==> src/pkg/mode_ctrl_defines.svh <==
// constants for the operating-mode and memory-clear controller
`ifndef MODE_CTRL_DEFINES_SVH
`define MODE_CTRL_DEFINES_SVH

// key codes sent by the console
`define KEY_NONE 5'h00
`define KEY_DIGIT0 5'h01
`define KEY_DIGIT1 5'h02
`define KEY_CLEAR 5'h10
`define KEY_DISP_ADV 5'h11
`define KEY_SHIFT 5'h12
`define KEY_CHANGE 5'h13
`define KEY_RETAIN_SEL 5'h14
`define KEY_HOLDING 5'h15
`define KEY_COUNTER 5'h16
`define KEY_DATA_MEM 5'h17
`define KEY_MEM_CLEAR 5'h18

// mode selector / memory-area encodings
`define SEL_PROGRAM 2'h0
`define SEL_MONITOR 2'h1
`define SEL_RUN 2'h2
`define AREA_PROG 3'h0
`define AREA_IO 3'h1
`define AREA_HOLD 3'h2
`define AREA_AUX 3'h3
`define AREA_DM 3'h4
`define AREA_TC 3'h5
`define AREA_LAST 3'h5
`define ADDR_ZERO 15'h0000

// terminal message length, edges of power-up settling
`define TERM_MSG_CHARS 6'h20
`define BOOT_WAIT 2'h2

`endif

==> src/pkg/mode_ctrl_pkg.sv <==
// types shared by the mode controller and its clear sequencer
package mode_ctrl_pkg;

    typedef enum logic [1:0] {
        MODE_PROGRAM,
        MODE_MONITOR,
        MODE_RUN,
        MODE_TERMINAL
    } op_mode_e;

    // peripheral presence as seen on the attach pins
    typedef struct packed {
        logic console;
        logic other;
    } periph_s;

    // one memory write request toward the memory arrays
    typedef struct packed {
        logic valid;
        logic [2:0] area;
        logic [14:0] addr;
    } mem_clr_s;

    // retention choices for a partial clear
    typedef struct packed {
        logic keep_holding;
        logic keep_counter;
        logic keep_data_mem;
    } retain_s;

endpackage : mode_ctrl_pkg

==> src/logic/clear_sequencer.sv <==
// walks memory areas issuing clear strobes, skipping retained ones
`timescale 1ns/1ns
`include "mode_ctrl_defines.svh"

module clear_sequencer #(
    parameter int ADDR_W = 15,
    parameter logic [14:0] AREA_SIZE = 15'h7FFF
) (
    // clock and reset
    input wire logic i_ref_clk,
    input wire logic i_rst_b,
    // control
    input wire logic i_start,
    input wire mode_ctrl_pkg::retain_s i_retain,
    input wire logic i_prog_clear_ok,
    input wire logic [14:0] i_prog_start,
    // result
    output mode_ctrl_pkg::mem_clr_s o_clr,
    output logic o_busy,
    output logic [5:0] o_areas_cleared
);
    logic [2:0] area_q;
    logic [14:0] addr_q;
    logic busy_q;
    logic skip;
    mode_ctrl_pkg::retain_s ret_q;
    logic prog_ok_q;

    // --------------------------------------------------------------------
    // area selection
    // --------------------------------------------------------------------
    always_comb begin
        skip = 1'b0;
        case (area_q)
            `AREA_PROG: skip = !prog_ok_q;
            `AREA_HOLD, `AREA_AUX: skip = ret_q.keep_holding;
            `AREA_TC: skip = ret_q.keep_counter;
            `AREA_DM: skip = ret_q.keep_data_mem;
            default: skip = 1'b0;
        endcase
    end

    // --------------------------------------------------------------------
    // walker
    // --------------------------------------------------------------------
    always_ff @(posedge i_ref_clk or negedge i_rst_b) begin
        if (!i_rst_b) begin
            busy_q <= 1'b0;
            area_q <= `AREA_PROG;
            addr_q <= `ADDR_ZERO;
            ret_q <= '0;
            prog_ok_q <= 1'b0;
            o_clr <= '0;
            o_areas_cleared <= '0;
        end else begin
            o_clr.valid <= 1'b0;
            if (i_start && !busy_q) begin
                busy_q <= 1'b1;
                area_q <= `AREA_PROG;
                addr_q <= i_prog_start;  // keeps words below start
                ret_q <= i_retain;
                prog_ok_q <= i_prog_clear_ok;
                o_areas_cleared <= '0;
            end else if (busy_q) begin
                if (!skip) begin
                    o_clr.valid <= 1'b1;
                    o_clr.area <= area_q;
                    o_clr.addr <= addr_q;
                    o_areas_cleared[area_q] <= 1'b1;  // listed on display
                end
                if (skip || addr_q == AREA_SIZE) begin
                    addr_q <= `ADDR_ZERO;
                    if (area_q == `AREA_LAST) begin
                        busy_q <= 1'b0;
                    end else begin
                        area_q <= area_q + 3'h1;
                    end
                end else begin
                    addr_q <= addr_q + 15'h0001;
                end
            end
        end
    end

    assign o_busy = busy_q;

endmodule : clear_sequencer

==> src/logic/mode_controller.sv <==
// operating-mode controller with password gate, beeper and memory clear
//
// Local design decisions: the placing of the registers.
`timescale 1ns/1ns
`include "mode_ctrl_defines.svh"

module mode_controller #(
    parameter int ADDR_W = 15,
    parameter logic [14:0] PROG_SIZE = 15'h7FFF
) (
    // clock and reset
    input wire logic i_ref_clk,
    input wire logic i_rst_b,
    // pins from outside
    input wire mode_ctrl_pkg::periph_s i_periph,
    input wire logic [1:0] i_mode_sel,
    input wire logic i_start_in,
    input wire logic i_init_mode_on,
    input wire logic i_mem_write_en,
    input wire logic i_mem_is_rom,
    input wire logic i_lang_sel,
    input wire logic i_op_error,
    // console key stream, same clock
    input wire logic i_key_valid,
    input wire logic [4:0] i_key_code,
    input wire logic [14:0] i_key_addr,
    // terminal instruction from the executing program
    input wire logic i_term_instr,
    // change requests from the console
    input wire logic i_data_write_req,
    input wire logic i_prog_edit_req,
    // status out
    output mode_ctrl_pkg::op_mode_e o_mode,
    output logic o_execute,
    output logic o_pw_prompt,
    output logic o_pw_ok,
    output logic o_key_beep_indicator,
    output logic o_beep,
    output logic o_lang_english,
    output logic o_error,
    output logic o_data_write_ok,
    output logic o_prog_edit_ok,
    output logic o_term_keymap,
    output logic [5:0] o_term_msg_len,
    output logic o_clear_busy,
    output logic [5:0] o_areas_cleared,
    output mode_ctrl_pkg::mem_clr_s o_clr
);
    typedef enum logic [2:0] {
        PW_IDLE,
        PW_WAIT_CLEAR,
        PW_WAIT_ADV,
        PW_WAIT_BLANK,
        PW_DONE
    } pw_e;

    typedef enum logic [2:0] {
        KS_IDLE,
        KS_SHIFT,
        KS_RETAIN,
        KS_ADDR
    } key_e;

    // --------------------------------------------------------------------
    // pin synchronisers
    // --------------------------------------------------------------------
    logic [9:0] sync1_q;
    logic [9:0] sync2_q;
    logic [9:0] pins;
    assign pins = {i_periph.console, i_periph.other, i_mode_sel, i_start_in,
        i_init_mode_on, i_mem_write_en, i_mem_is_rom, i_lang_sel, i_op_error};

    // two flops before any logic reads a pin
    always_ff @(posedge i_ref_clk or negedge i_rst_b) begin
        if (!i_rst_b) begin
            sync1_q <= '0;
            sync2_q <= '0;
        end else begin
            sync1_q <= pins;
            sync2_q <= sync1_q;
        end
    end

    logic con_s;
    logic oth_s;
    logic [1:0] sel_s;
    logic start_s;
    logic init_on_s;
    logic wen_s;
    logic rom_s;
    logic lang_s;
    logic err_s;
    assign {con_s, oth_s, sel_s, start_s, init_on_s, wen_s, rom_s, lang_s, err_s} = sync2_q;

    // --------------------------------------------------------------------
    // power-up strap sampling
    // --------------------------------------------------------------------
    // wait for the synchroniser to fill before taking straps
    logic [1:0] boot_cnt_q;
    logic booted_q;
    logic con_prev_q;
    always_ff @(posedge i_ref_clk or negedge i_rst_b) begin
        if (!i_rst_b) begin
            boot_cnt_q <= 2'h0;
            booted_q <= 1'b0;
            con_prev_q <= 1'b0;
        end else begin
            if (!booted_q) begin
                boot_cnt_q <= boot_cnt_q + 2'h1;
                booted_q <= (boot_cnt_q == `BOOT_WAIT);
            end
            con_prev_q <= booted_q ? con_s : 1'b0;
        end
    end
    logic boot_take;
    logic console_attach;
    assign boot_take = !booted_q && (boot_cnt_q == `BOOT_WAIT);
    assign console_attach = booted_q && con_s && !con_prev_q;

    // --------------------------------------------------------------------
    // key decode
    // --------------------------------------------------------------------
    logic k_clear;
    logic k_adv;
    logic k_shift;
    logic k_one;
    logic k_change;
    assign k_clear = i_key_valid && i_key_code == `KEY_CLEAR;
    assign k_adv = i_key_valid && i_key_code == `KEY_DISP_ADV;
    assign k_shift = i_key_valid && i_key_code == `KEY_SHIFT;
    assign k_one = i_key_valid && i_key_code == `KEY_DIGIT1;
    assign k_change = i_key_valid && i_key_code == `KEY_CHANGE;

    // --------------------------------------------------------------------
    // password gate
    // --------------------------------------------------------------------
    pw_e pw_q;
    logic pw_accept;
    assign pw_accept = (pw_q == PW_WAIT_BLANK) && k_clear;
    // prompt on power-up or hot console attach
    always_ff @(posedge i_ref_clk or negedge i_rst_b) begin
        if (!i_rst_b) begin
            pw_q <= PW_IDLE;
        end else begin
            case (pw_q)
                PW_IDLE: if (boot_take) pw_q <= PW_WAIT_CLEAR;
                PW_WAIT_CLEAR: if (k_clear) pw_q <= PW_WAIT_ADV;
                PW_WAIT_ADV: begin
                    if (k_adv) pw_q <= PW_WAIT_BLANK;
                    else if (i_key_valid && !k_clear) pw_q <= PW_WAIT_CLEAR;
                end
                PW_WAIT_BLANK: begin
                    if (k_clear) pw_q <= PW_DONE;
                    else if (i_key_valid) pw_q <= PW_WAIT_CLEAR;
                end
                PW_DONE: if (console_attach) pw_q <= PW_WAIT_CLEAR;
                default: pw_q <= PW_IDLE;
            endcase
        end
    end
    logic pw_ok;
    assign pw_ok = (pw_q == PW_DONE);

    // --------------------------------------------------------------------
    // operating mode
    // --------------------------------------------------------------------
    mode_ctrl_pkg::op_mode_e mode_q;
    mode_ctrl_pkg::op_mode_e sel_mode;
    logic [1:0] sel_prev_q;
    always_comb begin
        case (sel_s)
            `SEL_RUN: sel_mode = mode_ctrl_pkg::MODE_RUN;
            `SEL_MONITOR: sel_mode = mode_ctrl_pkg::MODE_MONITOR;
            default: sel_mode = mode_ctrl_pkg::MODE_PROGRAM;
        endcase
    end

    // attach and detach after boot never alter the mode
    always_ff @(posedge i_ref_clk or negedge i_rst_b) begin
        if (!i_rst_b) begin
            mode_q <= mode_ctrl_pkg::MODE_PROGRAM;
            sel_prev_q <= `SEL_PROGRAM;
        end else begin
            sel_prev_q <= sel_s;
            if (boot_take) begin
                if (con_s) begin
                    mode_q <= sel_mode;
                end else if (oth_s) begin
                    mode_q <= init_on_s ? mode_ctrl_pkg::MODE_RUN
                                        : mode_ctrl_pkg::MODE_PROGRAM;
                end else begin
                    mode_q <= mode_ctrl_pkg::MODE_RUN;
                end
            end else if (pw_accept) begin
                mode_q <= sel_mode;
            end else if (pw_ok && con_s && sel_s != sel_prev_q) begin
                mode_q <= sel_mode;  // selector live after password
            end else if (pw_ok && (k_change || i_term_instr)) begin
                mode_q <= mode_ctrl_pkg::MODE_TERMINAL;
            end
            // no branch for attach or detach
        end
    end
    logic mode_changed;
    assign mode_changed = pw_accept || (pw_ok && con_s && sel_s != sel_prev_q);

    // --------------------------------------------------------------------
    // console key sequencer: beep toggle and memory clear entry
    // --------------------------------------------------------------------
    key_e ks_q;
    logic beep_window_q;
    logic beep_en_q;
    mode_ctrl_pkg::retain_s retain_q;
    logic clr_start;
    logic clr_refused;
    logic is_prog;
    assign is_prog = (mode_q == mode_ctrl_pkg::MODE_PROGRAM);

    // beep toggle only right after password or selector mode change
    always_ff @(posedge i_ref_clk or negedge i_rst_b) begin
        if (!i_rst_b) begin
            beep_window_q <= 1'b0;
            beep_en_q <= 1'b1;
        end else begin
            if (mode_changed) begin
                beep_window_q <= 1'b1;
            end else if (beep_window_q && ks_q == KS_SHIFT && k_one) begin
                beep_en_q <= !beep_en_q;
                beep_window_q <= 1'b0;
            end else if (i_key_valid && !k_shift) begin
                beep_window_q <= 1'b0;
            end
        end
    end

    always_ff @(posedge i_ref_clk or negedge i_rst_b) begin
        if (!i_rst_b) begin
            ks_q <= KS_IDLE;
            retain_q <= '0;
        end else if (i_key_valid && pw_ok) begin
            case (ks_q)
                KS_IDLE: begin
                    if (k_shift) ks_q <= KS_SHIFT;
                    else if (i_key_code == `KEY_MEM_CLEAR && is_prog) ks_q <= KS_RETAIN;
                    retain_q <= '0;
                end
                KS_SHIFT: ks_q <= KS_IDLE;
                KS_RETAIN: begin
                    case (i_key_code)
                        `KEY_RETAIN_SEL: ks_q <= KS_ADDR;
                        `KEY_HOLDING: retain_q.keep_holding <= 1'b1;
                        `KEY_COUNTER: retain_q.keep_counter <= 1'b1;
                        `KEY_DATA_MEM: retain_q.keep_data_mem <= 1'b1;
                        `KEY_DISP_ADV: ks_q <= KS_IDLE;  // walk launched
                        `KEY_CLEAR: ks_q <= KS_IDLE;
                        default: ks_q <= KS_RETAIN;
                    endcase
                end
                KS_ADDR: ks_q <= KS_IDLE;  // address key starts the walk
                default: ks_q <= KS_IDLE;
            endcase
        end
    end

    // advance or address key launches the clear
    assign clr_start = i_key_valid && pw_ok && is_prog
        && ((ks_q == KS_RETAIN && k_adv) || ks_q == KS_ADDR);
    assign clr_refused = i_key_valid && pw_ok && !is_prog
        && i_key_code == `KEY_MEM_CLEAR;

    // --------------------------------------------------------------------
    // clear sequencer
    // --------------------------------------------------------------------
    logic [14:0] clr_from;
    assign clr_from = (ks_q == KS_ADDR) ? i_key_addr : `ADDR_ZERO;

    clear_sequencer #(
        .ADDR_W(ADDR_W),
        .AREA_SIZE(PROG_SIZE)
    ) u_clear (
        .i_ref_clk(i_ref_clk),
        .i_rst_b(i_rst_b),
        .i_start(clr_start),
        .i_retain(retain_q),
        .i_prog_clear_ok(wen_s && !rom_s),
        .i_prog_start(clr_from),
        .o_clr(o_clr),
        .o_busy(o_clear_busy),
        .o_areas_cleared(o_areas_cleared)
    );

    // --------------------------------------------------------------------
    // permission gates and registered outputs
    // --------------------------------------------------------------------
    logic data_ok;
    logic edit_ok;
    assign data_ok = pw_ok && (mode_q == mode_ctrl_pkg::MODE_MONITOR || is_prog);
    assign edit_ok = pw_ok && is_prog;

    always_ff @(posedge i_ref_clk or negedge i_rst_b) begin
        if (!i_rst_b) begin
            o_mode <= mode_ctrl_pkg::MODE_PROGRAM;
            o_execute <= 1'b0;
            o_pw_prompt <= 1'b0;
            o_pw_ok <= 1'b0;
            o_key_beep_indicator <= 1'b0;
            o_beep <= 1'b0;
            o_lang_english <= 1'b1;
            o_error <= 1'b0;
            o_data_write_ok <= 1'b0;
            o_prog_edit_ok <= 1'b0;
            o_term_keymap <= 1'b0;
            o_term_msg_len <= 6'h00;
        end else begin
            o_mode <= mode_q;
            // monitor runs like run; program never runs
            o_execute <= booted_q && start_s && (mode_q == mode_ctrl_pkg::MODE_RUN
                || mode_q == mode_ctrl_pkg::MODE_MONITOR);
            o_pw_prompt <= booted_q && !pw_ok;
            o_pw_ok <= pw_ok;
            o_key_beep_indicator <= beep_en_q;
            o_beep <= err_s || (beep_en_q && i_key_valid) || o_error;
            o_lang_english <= !lang_s;
            // run refuses all writes, others by mode
            o_error <= (i_data_write_req && !data_ok) || (i_prog_edit_req && !edit_ok)
                || clr_refused;
            o_data_write_ok <= i_data_write_req && data_ok;
            o_prog_edit_ok <= i_prog_edit_req && edit_ok;
            o_term_keymap <= (mode_q == mode_ctrl_pkg::MODE_TERMINAL);
            o_term_msg_len <= (mode_q == mode_ctrl_pkg::MODE_TERMINAL) ? `TERM_MSG_CHARS : 6'h00;
        end
    end

endmodule : mode_controller

==> config.mk <==
export PLATFORM = sky130hd
export DESIGN_NAME = mode_controller
export DESIGN_NICKNAME = d
export VERILOG_FILES = /design/src/pkg/mode_ctrl_pkg.sv /design/src/logic/clear_sequencer.sv /design/src/logic/mode_controller.sv
export VERILOG_INCLUDE_DIRS = /design/src /design/src/pkg
export SDC_FILE = /design/constraint.sdc
export NUM_CORES = 1
export LEC_CHECK = 0
export BUFFER_PORTS_ARGS = -buffer_cell sky130_fd_sc_hd__clkbuf_2
export CORE_MARGIN = 5
export CORE_UTILIZATION = 45
export CTS_BUF_LIST = sky130_fd_sc_hd__clkbuf_2
export DETAILED_ROUTE_END_ITERATION = 8
export PLACE_DENSITY = 0.67
export SYNTH_ARGS = -nofsm -noshare
export SYNTH_HDL_FRONTEND = slang
export SYNTH_SLANG_ARGS = --single-unit
==> constraint.sdc <==
create_clock -name i_ref_clk -period 2.1 [get_ports i_ref_clk]
set_input_delay 0.42 -clock i_ref_clk [delete_from_list [all_inputs] [get_ports i_ref_clk]]
set_output_delay 0.42 -clock i_ref_clk [all_outputs]
set_load 0.005 [all_outputs]
# Word-level counts from Yosys, hierarchy flattened
# Cells that the tools add are included.
# word_totals
output_inout_bits	44
input_bits	36
mem_count	0
romBits	0
ram_bits	0
register_bits	105
latchBits	0
word_cells	218
# classes
shift	0
mul	0
n_bitwise	4
addsub	3
magnitude_cmp	2
n_mux	51
reduce_logical	80
div_mod_pow	0
n_eq_ne	41
# op_table
op	count
2-to-1 mux 15 bit	4
2-to-1 mux 19 bit	3
== test 5 bit, second input constant	9
2-to-1 mux 3 bit	13
logical AND 1 bit	36
2-to-1 mux 6 bit	4
== test 3 x 2 -> 1 bit, second input constant	6
AND reduction 3 bit	6
adder 15 x 1 -> 15 bit, second input constant	1
== test 15 bit, second input constant	1
case mux 3 bit (5 select lines)	1
2-to-1 mux 2 bit	7
zero test 1 bit	13
2-to-1 mux 1 bit	13
case mux 3 bit (2 select lines)	2
logical OR 1 bit	10
inequality test 2 bit, second input constant	5
== test 3 bit, second input constant	3
zero test 3 bit	3
inequality test 3 bit, second input constant	3
case mux 3 bit (3 select lines)	1
== test 2 bit, second input constant	4
inequality test 2 x 1 -> 1 bit, second input constant	4
== test 3 x 1 -> 1 bit, second input constant	2
other kinds (20)	27

# Longest topological paths before layout
# Gate-level depths: netlist of the first run.
# logic_depth
ltp_word	8
ltp_mapped	9
mapped_depth_nobuf	8

# Modules after synthesis
# A second synthesis of the first run with hierarchy kept.
# hier_totals
cells_unflattened	389
area_unflattened_um2	4571.9
# by_module_without_submodules
module	n_inst	area_per_inst_um2	cells_each	seq_area_each_um2
clear_sequencer	1	2478.6	208	1201.2
mode_controller	1	2093.3	181	1253.7

# Least setup slack after synthesis of the first run
# OpenSTA, ideal clock, no wires.
# synth_timing
path_type	flip-flop to flip-flop
start	reg u_clear.area_q[1]
end	reg, netlist name u_clear.o_clr[7]
n_path_buf	1
arrival_time_ns	1.824
period_less_slack_ns	1.889
setup_slack_ns	0.211
stages_incl_launch_ff	10
required_time_ns	2.035
setup_time_ns	0.065
cell_sequence	dfrtp_1 ha_1 ha_1 o21ai_0 a32oi_2 nand2b_1 inv_2 buf_2 nand2_1 nand2_1
# synth_via
elab_chain_cells	5
word_cells_on_any_way	9
cone_classes	eq/ne (4); mux (1); bitwise (1); reduce/logical (3)
# synth_lines
element	line_no	source
from (decl)	clear_sequencer.sv:22	logic [2:0] area_q;
from (signal assigned)	clear_sequencer.sv:49	area_q <= `AREA_PROG;
from (signal assigned)	clear_sequencer.sv:59	area_q <= `AREA_PROG;
from (signal assigned)	clear_sequencer.sv:76	area_q <= area_q + 3'h1;
== test 3 x 2 -> 1 bit	clear_sequencer.sv:34	case (area_q)
OR reduction 2 bit	clear_sequencer.sv:34	
case mux 1 bit (4 select lines) *	clear_sequencer.sv:34	
inverter 1 bit (no line) *	-	
AND reduction 3 bit (no line) *	-	
# Mark *: on every way between the ends. The rest lies on a longest branch, timed or not.
# A chain may end at the register's enable or synchronous reset.

# Worst setup path in the final report of the first run
# layout_timing
start	reg u_clear.area_q[0]
end	reg u_clear.area_q[1]
# layout_via
elab_chain_cells	6
word_cells_on_any_way	16
cone_classes	add/sub (1); eq/ne (5); mux (5); reduce/logical (5)
# layout_lines
element	line_no	source
== test 3 x 2 -> 1 bit	clear_sequencer.sv:34	
OR reduction 2 bit	clear_sequencer.sv:34	
case mux 1 bit (4 select lines)	clear_sequencer.sv:34	
logical OR 1 bit	clear_sequencer.sv:71	if (skip || addr_q == AREA_SIZE) begin
nonzero test 2 bit (no line)	-	
AND reduction 3 bit (no line)	-	
# Parallel ways exist; a longest one is shown, timed or not. The select of a mux whose other input is x is not followed.

==> results.md, run 1 <==
- Max Cap Viol: 0
- # IOs: 80
- Skew final: 32.88 ps
- Power share of the combinational group: 5.6%
- Pre-antenna DRT Iters: 4
- PortBufs: 74
- CTS Buf Count: 9
- Final period util: 93.19%
- Initial antenna violation count: 0
- CP max FO: 6
- Placed cell count: 624
- Final wirelength: 9.549 mm
- Die area: 11,940 um^2
- Post-synthesis sequential area ratio: 55.35%
- CTS tree: built
- GPL Wtd Cong: 0.9328
- Final Hold Vio Count: 0
- Fillcell total: 881
- Synth-to-Final Area Change: 18.08%
- Clk buf depth: 2
- # diodes: 0
- Register Area: 2457 um^2
- Syn Inst Count: 415
- CP delay by family, top: compound AO/OA/AOI/OAI gates
- # clock sinks: 98
- Vias in the first global route: 3,312
- Met3 Use GR: 3.671%
- Post-Syn Area: 4436 um^2
- Total GRT Usage: 17.16%
- Dpl ws: 48.85 ps
- Synth Register Bits: 98
- Hold Crit Depth: 2
- Critical Path Slowest Stage Cell: dfrtp_2
- Footprint of the multi-input gates: 1790 um^2
- R2R cell count: 7
- FMAX: 0.5110 GHz
- Critical-path cell list: ha_1 > ha_1 > o21ai_1 > a32oi_2 > o21ai_1 > mux2i_1 > mux2i_1
- Most common cell after layout, fill and taps aside: dfrtp_1
- RSZ-0062 raised after global routing: false
- Die X: 109.3 um
- Nets: 561
- Met1 usage: 22.25%
- DRC Markers: 0
- Largest stage delay on the critical path: 500 ps
- Cell Pwr Density: 577.0 nW/um^2
- Initial DRC count: 205
- First-pass GRT wire length: 15.89 mm
- Die Y: 109.3 um
- Final WS setup: 143.0 ps
- Routed len/inst: 14.62 um
- Max IR drop VDD: 0.4151 mV
- Vias: 3,341
- Std-Cell Rows: 36
- Sw Share: 24.22%
- Post-synthesis cell type count: 70
- P_int: 2.290 mW
- EDFF count, synth: 0
- Syn avg cell area: 10.69 um^2
- Clock-pin slew on the worst setup and hold paths: 260 ps
- Clock latency at the later pin of the worst-skew pair: 580 ps
- Worst R2R Start: u_clear.area_q[0]
- CTS root buf: clkbuf_2
- Max-slew violation count: 0
- P_sw: 0.7320 mW
- HP Start: i_prog_edit_req
- Routed Antenna Nets: 0
- CP endpoint kind: register
- Hpwl dp: 6.942 mm
- Primary FF master, synth: dfrtp_1
- CP Launch Type: register
- Most frequent cells in the layout: dfrtp_1 (94), clkbuf_2 (84), nand2_1 (61), nor2_1 (27), a21oi_1 (21)
- Status: completed
- Crit path from: u_clear.area_q[0]
- Most Crowded Layer GR: met2
- Min cycle time layout: 1957 ps
- Placeable Area: 9684 um^2
- Critical path class: reg -> reg
- Critical path buffers and inverters: 0
- Total grt overflow: 0
- LEAKAGE: 2.506 nW
- Data required time of the worst path: 2580 ps
- Crit path depth: 7
- H-tree Lvls: 3
- Final setup vio count: 0
- Hold slack: 74.71 ps
- Sequential power share: 64.6%
- Post-Layout Cell Count: 653
- Via density: 5.116
- Layout cells sized above 1: 26.35%
- Worst EP arrival: 2440 ps
- Worst hold path type: in -> reg
- Largest net degree at the start of global routing: 41
- Met2 Use GR: 27.54%
- Yosys warnings: 0
- Async SR Flop Fraction: 100.0%
- Fin Setup TNS: 0 ps
- Initial Util: 45.80%
- Clock network power share: 29.8%
==> worst paths after layout <==
| kind | slack [ps] | endpoint |
|---|---|---|
| worst max-delay path | 140 | u_clear.area_q[1] |
| max in group asynchronous | 1150 | u_clear.o_clr[13] |
| min in group asynchronous | 290 | sync2_q[1] |
| worst min register to register | 370 | o_lang_english |
| worst max register to register | 140 | u_clear.area_q[1] |
| worst min-delay path | 70 | o_prog_edit_ok |
==> Yosys cell counts (2+ instances only) <==
library cell | count | area, um^2
dfrtp_1 | 96 | 2402
buf_4 | 7 | 52.55
nand4bb_1 | 2 | 22.52
and2_1 | 2 | 12.51
nor2_1 | 27 | 101.4
buf_2 | 2 | 10.01
nand2b_1 | 6 | 37.54
o21ai_0 | 20 | 100.1
a21boi_0 | 3 | 22.52
a31oi_1 | 9 | 56.30
nand3_1 | 11 | 55.05
dfstp_2 | 2 | 52.55
and4_1 | 5 | 43.79
o22ai_1 | 11 | 68.82
a21oi_1 | 21 | 105.1
inv_1 | 14 | 52.55
nand4_1 | 6 | 37.54
clkbuf_8 | 2 | 27.53
mux2_2 | 4 | 45.04
mux2i_1 | 7 | 70.07
xor2_1 | 5 | 43.79
nand2_1 | 61 | 229.0
nor3_1 | 3 | 15.01
xnor2_1 | 11 | 96.34
and4_2 | 6 | 60.06
clkbuf_1 | 6 | 22.52
a32oi_1 | 2 | 17.52
o21a_1 | 5 | 37.54
and3_1 | 5 | 31.28
or2_2 | 2 | 12.51
nor2b_1 | 4 | 25.02
ha_1 | 10 | 125.1
==> final cells by class <==
type / instances / share of cell area [%]
Clock buffer: 11 / 1.051
Clock inverter: 5 / 1.027
Inverter: 15 / 1.123
Multi-Input combinational cell: 285 / 34.19
Sequential cell: 98 / 46.92
Tap cell: 133 / 3.177
Timing Repair Buffer: 106 / 12.52
==> repair_timing <==
item / 4_1_cts / 5_1_grt
setup endpoints to repair: 0 / 41
gates resized for setup: 0 / 6
setup buffers: 0 / 1
hold buffers: 12 / 0
endpoints found under the hold margin: 45 / 0
==> worst reg2reg max path: cells and delay by family (launching register included) <==
| kind | cells | cell delay [ps] |
|---|---|---|
| fa+ha+maj | 2 | 410 |
| flops | 1 | 500 |
| compound gates | 3 | 670 |
| mux | 2 | 310 |
==> power by group through the flow <==
stage	combinational, mW	clock, mW	sequential (mW)
3_5_place_dp	0.155	0	1.98
6_report	0.169	0.902	1.95
2_1_floorplan	0.0582	0	1.98
3_3_place_gp	0.152	0	1.98
4_1_cts	0.173	0.937	1.95
5_1_grt	0.192	1.02	1.96
==> state kept, by name, summed over array words and instances (netlist names), 2 cells and up <==
| signal | flops |
|---|---|
| u_clear.area_q | 3 |
| ks_q | 2 |
| retain_q | 3 |
| sync2_q | 10 |
| u_clear.ret_q | 3 |
| sel_prev_q | 2 |
| o_mode | 2 |
| boot_cnt_q | 2 |
| u_clear.addr_q | 15 |
| pw_q | 3 |
| mode_q | 2 |
| sync1_q | 10 |
| u_clear.o_areas_cleared | 6 |
| u_clear.o_clr | 19 |
==> metal layers <==
metal  wire [um]  vias up
met4         253        0
met5           0        -
li1            -     1637
met1        4102     1595
met2        4667       88
met3         525       21
==> metrics by stage <==
stage	cell area, um^2	util, %	power, mW
after floorplan	4451	-	2.038
after global placement	4991	51.54	2.133
after detailed placement	4991	51.54	2.139
after CTS	5220	53.90	3.062
after global routing	5238	54.08	3.176
final	5238	54.08	3.022
==> logic make-up (layout without fill, tap and decap cells) <==
group	after synthesis	count (layout)	synth area share (%)
fa+ha+maj	10	10	2.821
buf+inv	36	137	4.739
other cells	1	5	0.08455
xor+xnor	16	16	3.159
compound gates	85	85	12.10
mux	11	11	2.595
flops	98	98	55.35
simple gates	158	158	19.15
Note: power is estimated with default switching activity, not from simulation.
==> run 2, diff against run 1 <==
==> constraint.sdc (replaced) <==
create_clock -name i_ref_clk -period 2.1 [get_ports i_ref_clk]
set_input_delay 0.315 -clock i_ref_clk [delete_from_list [all_inputs] [get_ports i_ref_clk]]
set_output_delay 0.315 -clock i_ref_clk [all_outputs]
set_load 0.005 [all_outputs]
==> run 2 against run 1 <==
  * Worst setup slack worse by 48 ps
  * Via count increased by 1.8%
  * Clock power down 20%
  * Total power down 6.1%
  * Clock skew shrank 8.5 ps
  * Core utilization decreased by 0.065 points
  * Sequential share of layout area about the same
==> results.md, run 2 (same netlist as run 1, synthesis figures left out) <==
- Vias: 3,402 (was 3,341)
- Cell Pwr Density: 542.7 nW/um^2 (was 577.0 nW/um^2)
- Largest net degree at the start of global routing: 99 (was 41)
- LEAKAGE: 2.490 nW (was 2.506 nW)
- CTS root buf: clkbuf_2 (unchanged)
- Most frequent cells in the layout: dfrtp_1 (95), clkbuf_2 (83), nand2_1 (61), nor2_1 (27), a21oi_1 (21) (was dfrtp_1 (94), clkbuf_2 (84), nand2_1 (61), nor2_1 (27), a21oi_1 (21))
- Clock latency at the later pin of the worst-skew pair: 540 ps (was 580 ps)
- Hpwl dp: 6.836 mm (was 6.942 mm)
- Critical-path cell list: ha_1 > ha_1 > o21ai_2 > a32oi_4 > o21ai_2 > mux2i_1 > mux2i_1 (was ha_1 > ha_1 > o21ai_1 > a32oi_2 > o21ai_1 > mux2i_1 > mux2i_1)
- Routed len/inst: 14.99 um (was 14.62 um)
- Most Crowded Layer GR: met2 (unchanged)
- Via density: 5.234 (was 5.116)
- Die area: 11,940 um^2 (unchanged)
- Total grt overflow: 0 (unchanged)
- Data required time of the worst path: 2520 ps (was 2580 ps)
- Hold Crit Depth: 3 (was 2)
- # diodes: 0 (unchanged)
- Clk buf depth: 2 (unchanged)
- R2R cell count: 7 (unchanged)
- Initial Util: 45.80% (unchanged)
- H-tree Lvls: 3 (unchanged)
- Largest regs: u_clear.o_clr x19, u_clear.addr_q x15 (unchanged)
- Final wirelength: 9.741 mm (was 9.549 mm)
- Largest register by flop count: u_clear.o_clr (unchanged)
- Met3 Use GR: 4.559% (was 3.671%)
- Vias in the first global route: 3,477 (was 3,312)
- Final setup vio count: 0 (unchanged)
- Critical Path Slowest Stage Cell: dfrtp_2 (unchanged)
- Initial DRC count: 215 (was 205)
- Skew final: 24.37 ps (was 32.88 ps)
- Met1 usage: 21.36% (was 22.25%)
- DRC Markers: 0 (unchanged)
- Worst hold path type: in -> reg (unchanged)
- CTS tree: built (unchanged)
- Max Cap Viol: 0 (unchanged)
- HP Start: i_key_addr[13] (was i_prog_edit_req)
- CP endpoint kind: register (unchanged)
- Max-slew violation count: 0 (unchanged)
- Total GRT Usage: 17.37% (was 17.16%)
- Met2 Use GR: 29.69% (was 27.54%)
- Pwr Total: 2.839 mW (was 3.022 mW)
- First-pass GRT wire length: 16.25 mm (was 15.89 mm)
- PortBufs: 74 (unchanged)
- Placeable Area: 9684 um^2 (unchanged)
- Relative max-transition margin: 59.60%
- Critical path class: reg -> reg (unchanged)
- Synth-to-Final Area Change: 17.94% (was 18.08%)
- Most common cell after layout, fill and taps aside: dfrtp_1 (unchanged)
- FMAX: 0.4988 GHz (was 0.5110 GHz)
- Largest stage delay on the critical path: 510 ps (was 500 ps)
- Placed cell count: 621 (was 624)
- Max reg flops: 19 (unchanged)
- # clock sinks: 98 (unchanged)
- Clock-pin slew on the worst setup and hold paths: 230 ps (was 260 ps)
- Worst EP arrival: 2430 ps (was 2440 ps)
- Pre-antenna DRT Iters: 4 (unchanged)
- Final Hold Vio Count: 0 (unchanged)
- Layout cells sized above 1: 26.31% (was 26.35%)
- Die X: 109.3 um (unchanged)
- Die Y: 109.3 um (unchanged)
- Worst-margin pin slew: 606.0 ps
- CTS Buf Count: 9 (unchanged)
- Worst R2R Start: u_clear.area_q[0] (unchanged)
- GPL Wtd Cong: 0.8563 (was 0.9328)
- # IOs: 80 (unchanged)
- Std-Cell Rows: 36 (unchanged)
- CP max FO: 6 (unchanged)
- Status: completed (unchanged)
- CP Launch Type: register (unchanged)
- Post-Layout Cell Count: 650 (was 653)
- Min cycle time layout: 2005 ps (was 1957 ps)
- Crit path from: u_clear.area_q[0] (unchanged)
- Fillcell total: 873 (was 881)
- Nets: 560 (was 561)
- Max IR drop VDD: 0.3153 mV (was 0.4151 mV)
- Initial antenna violation count: 0 (unchanged)
- Final period util: 95.46% (was 93.19%)
- Routed Antenna Nets: 0 (unchanged)
-- run 2: worst max-delay path: cells and delay by family (launching register included) --
| kind | cells | cell delay [ps] |
|---|---|---|
| AO/OA/AOI/OAI | 3 | 610 |
| adder cells (fa/ha/maj) | 2 | 440 |
| multiplexers | 2 | 340 |
| flip-flops | 1 | 510 |
-- run 2: timing repair --
item	4_1_cts	5_1_grt
hold buffers	13	0
gates resized for setup	3	10
setup endpoints to repair	8	36
hold endpoints to repair	108	0
pin swaps	0	2
setup buffers	0	2
-- run 2: power breakdown --
part / switching [mW] / total [mW] / internal, mW
clock network: 0.576 / 0.718 / 0.141
logic: 0.0893 / 0.171 / 0.0812
registers: 0.0222 / 1.95 / 1.93
-- run 2: final cells by class --
cell class | instances | area (um^2) | area share (%)
timing repair buffer | 105 | 654.4 | 12.51
multi-input combinational | 285 | 1822 | 34.82
sequential | 98 | 2456 | 46.95
clock inverter | 4 | 21.27 | 0.4066
inverter | 15 | 61.31 | 1.172
tap | 133 | 166.4 | 3.181
clock buffer | 10 | 50.05 | 0.9567
-- run 2: stage by stage --
step / setup slack, ps / hold WS, ps / instance area (um^2) / utilization [%] / setup TNS [ps]
5_1_grt: -16.87 / 79.80 / 5231 / 54.02 / -47.73
6_report: 95.27 / 111.0 / 5231 / 54.02 / 0
4_1_cts: -3.196 / 56.14 / 5181 / 53.50 / -3.196
3_3_place_gp: 114.1 / 331.1 / 4969 / 51.30 / 0
3_5_place_dp: -30.65 / 334.7 / 4969 / 51.30 / -103.6
2_1_floorplan: 211.0 / 19.41 / 4451 / - / 0
-- run 2: worst paths after layout --
path                                            to  slack [ps]
worst max-delay path             u_clear.area_q[1]         100
worst max register to register   u_clear.area_q[1]         100
min in group asynchronous               sync2_q[1]         320
worst min register to register      o_lang_english         370
worst min-delay path            u_clear.addr_q[13]         110
max in group asynchronous        u_clear.area_q[0]        1360
-- run 2: routing by layer --
layer  wire length, um  up-vias
li1                  -     1633
met1              4104     1662
met2              4912       95
met3               579       12
met4               145        0
met5                 0        -
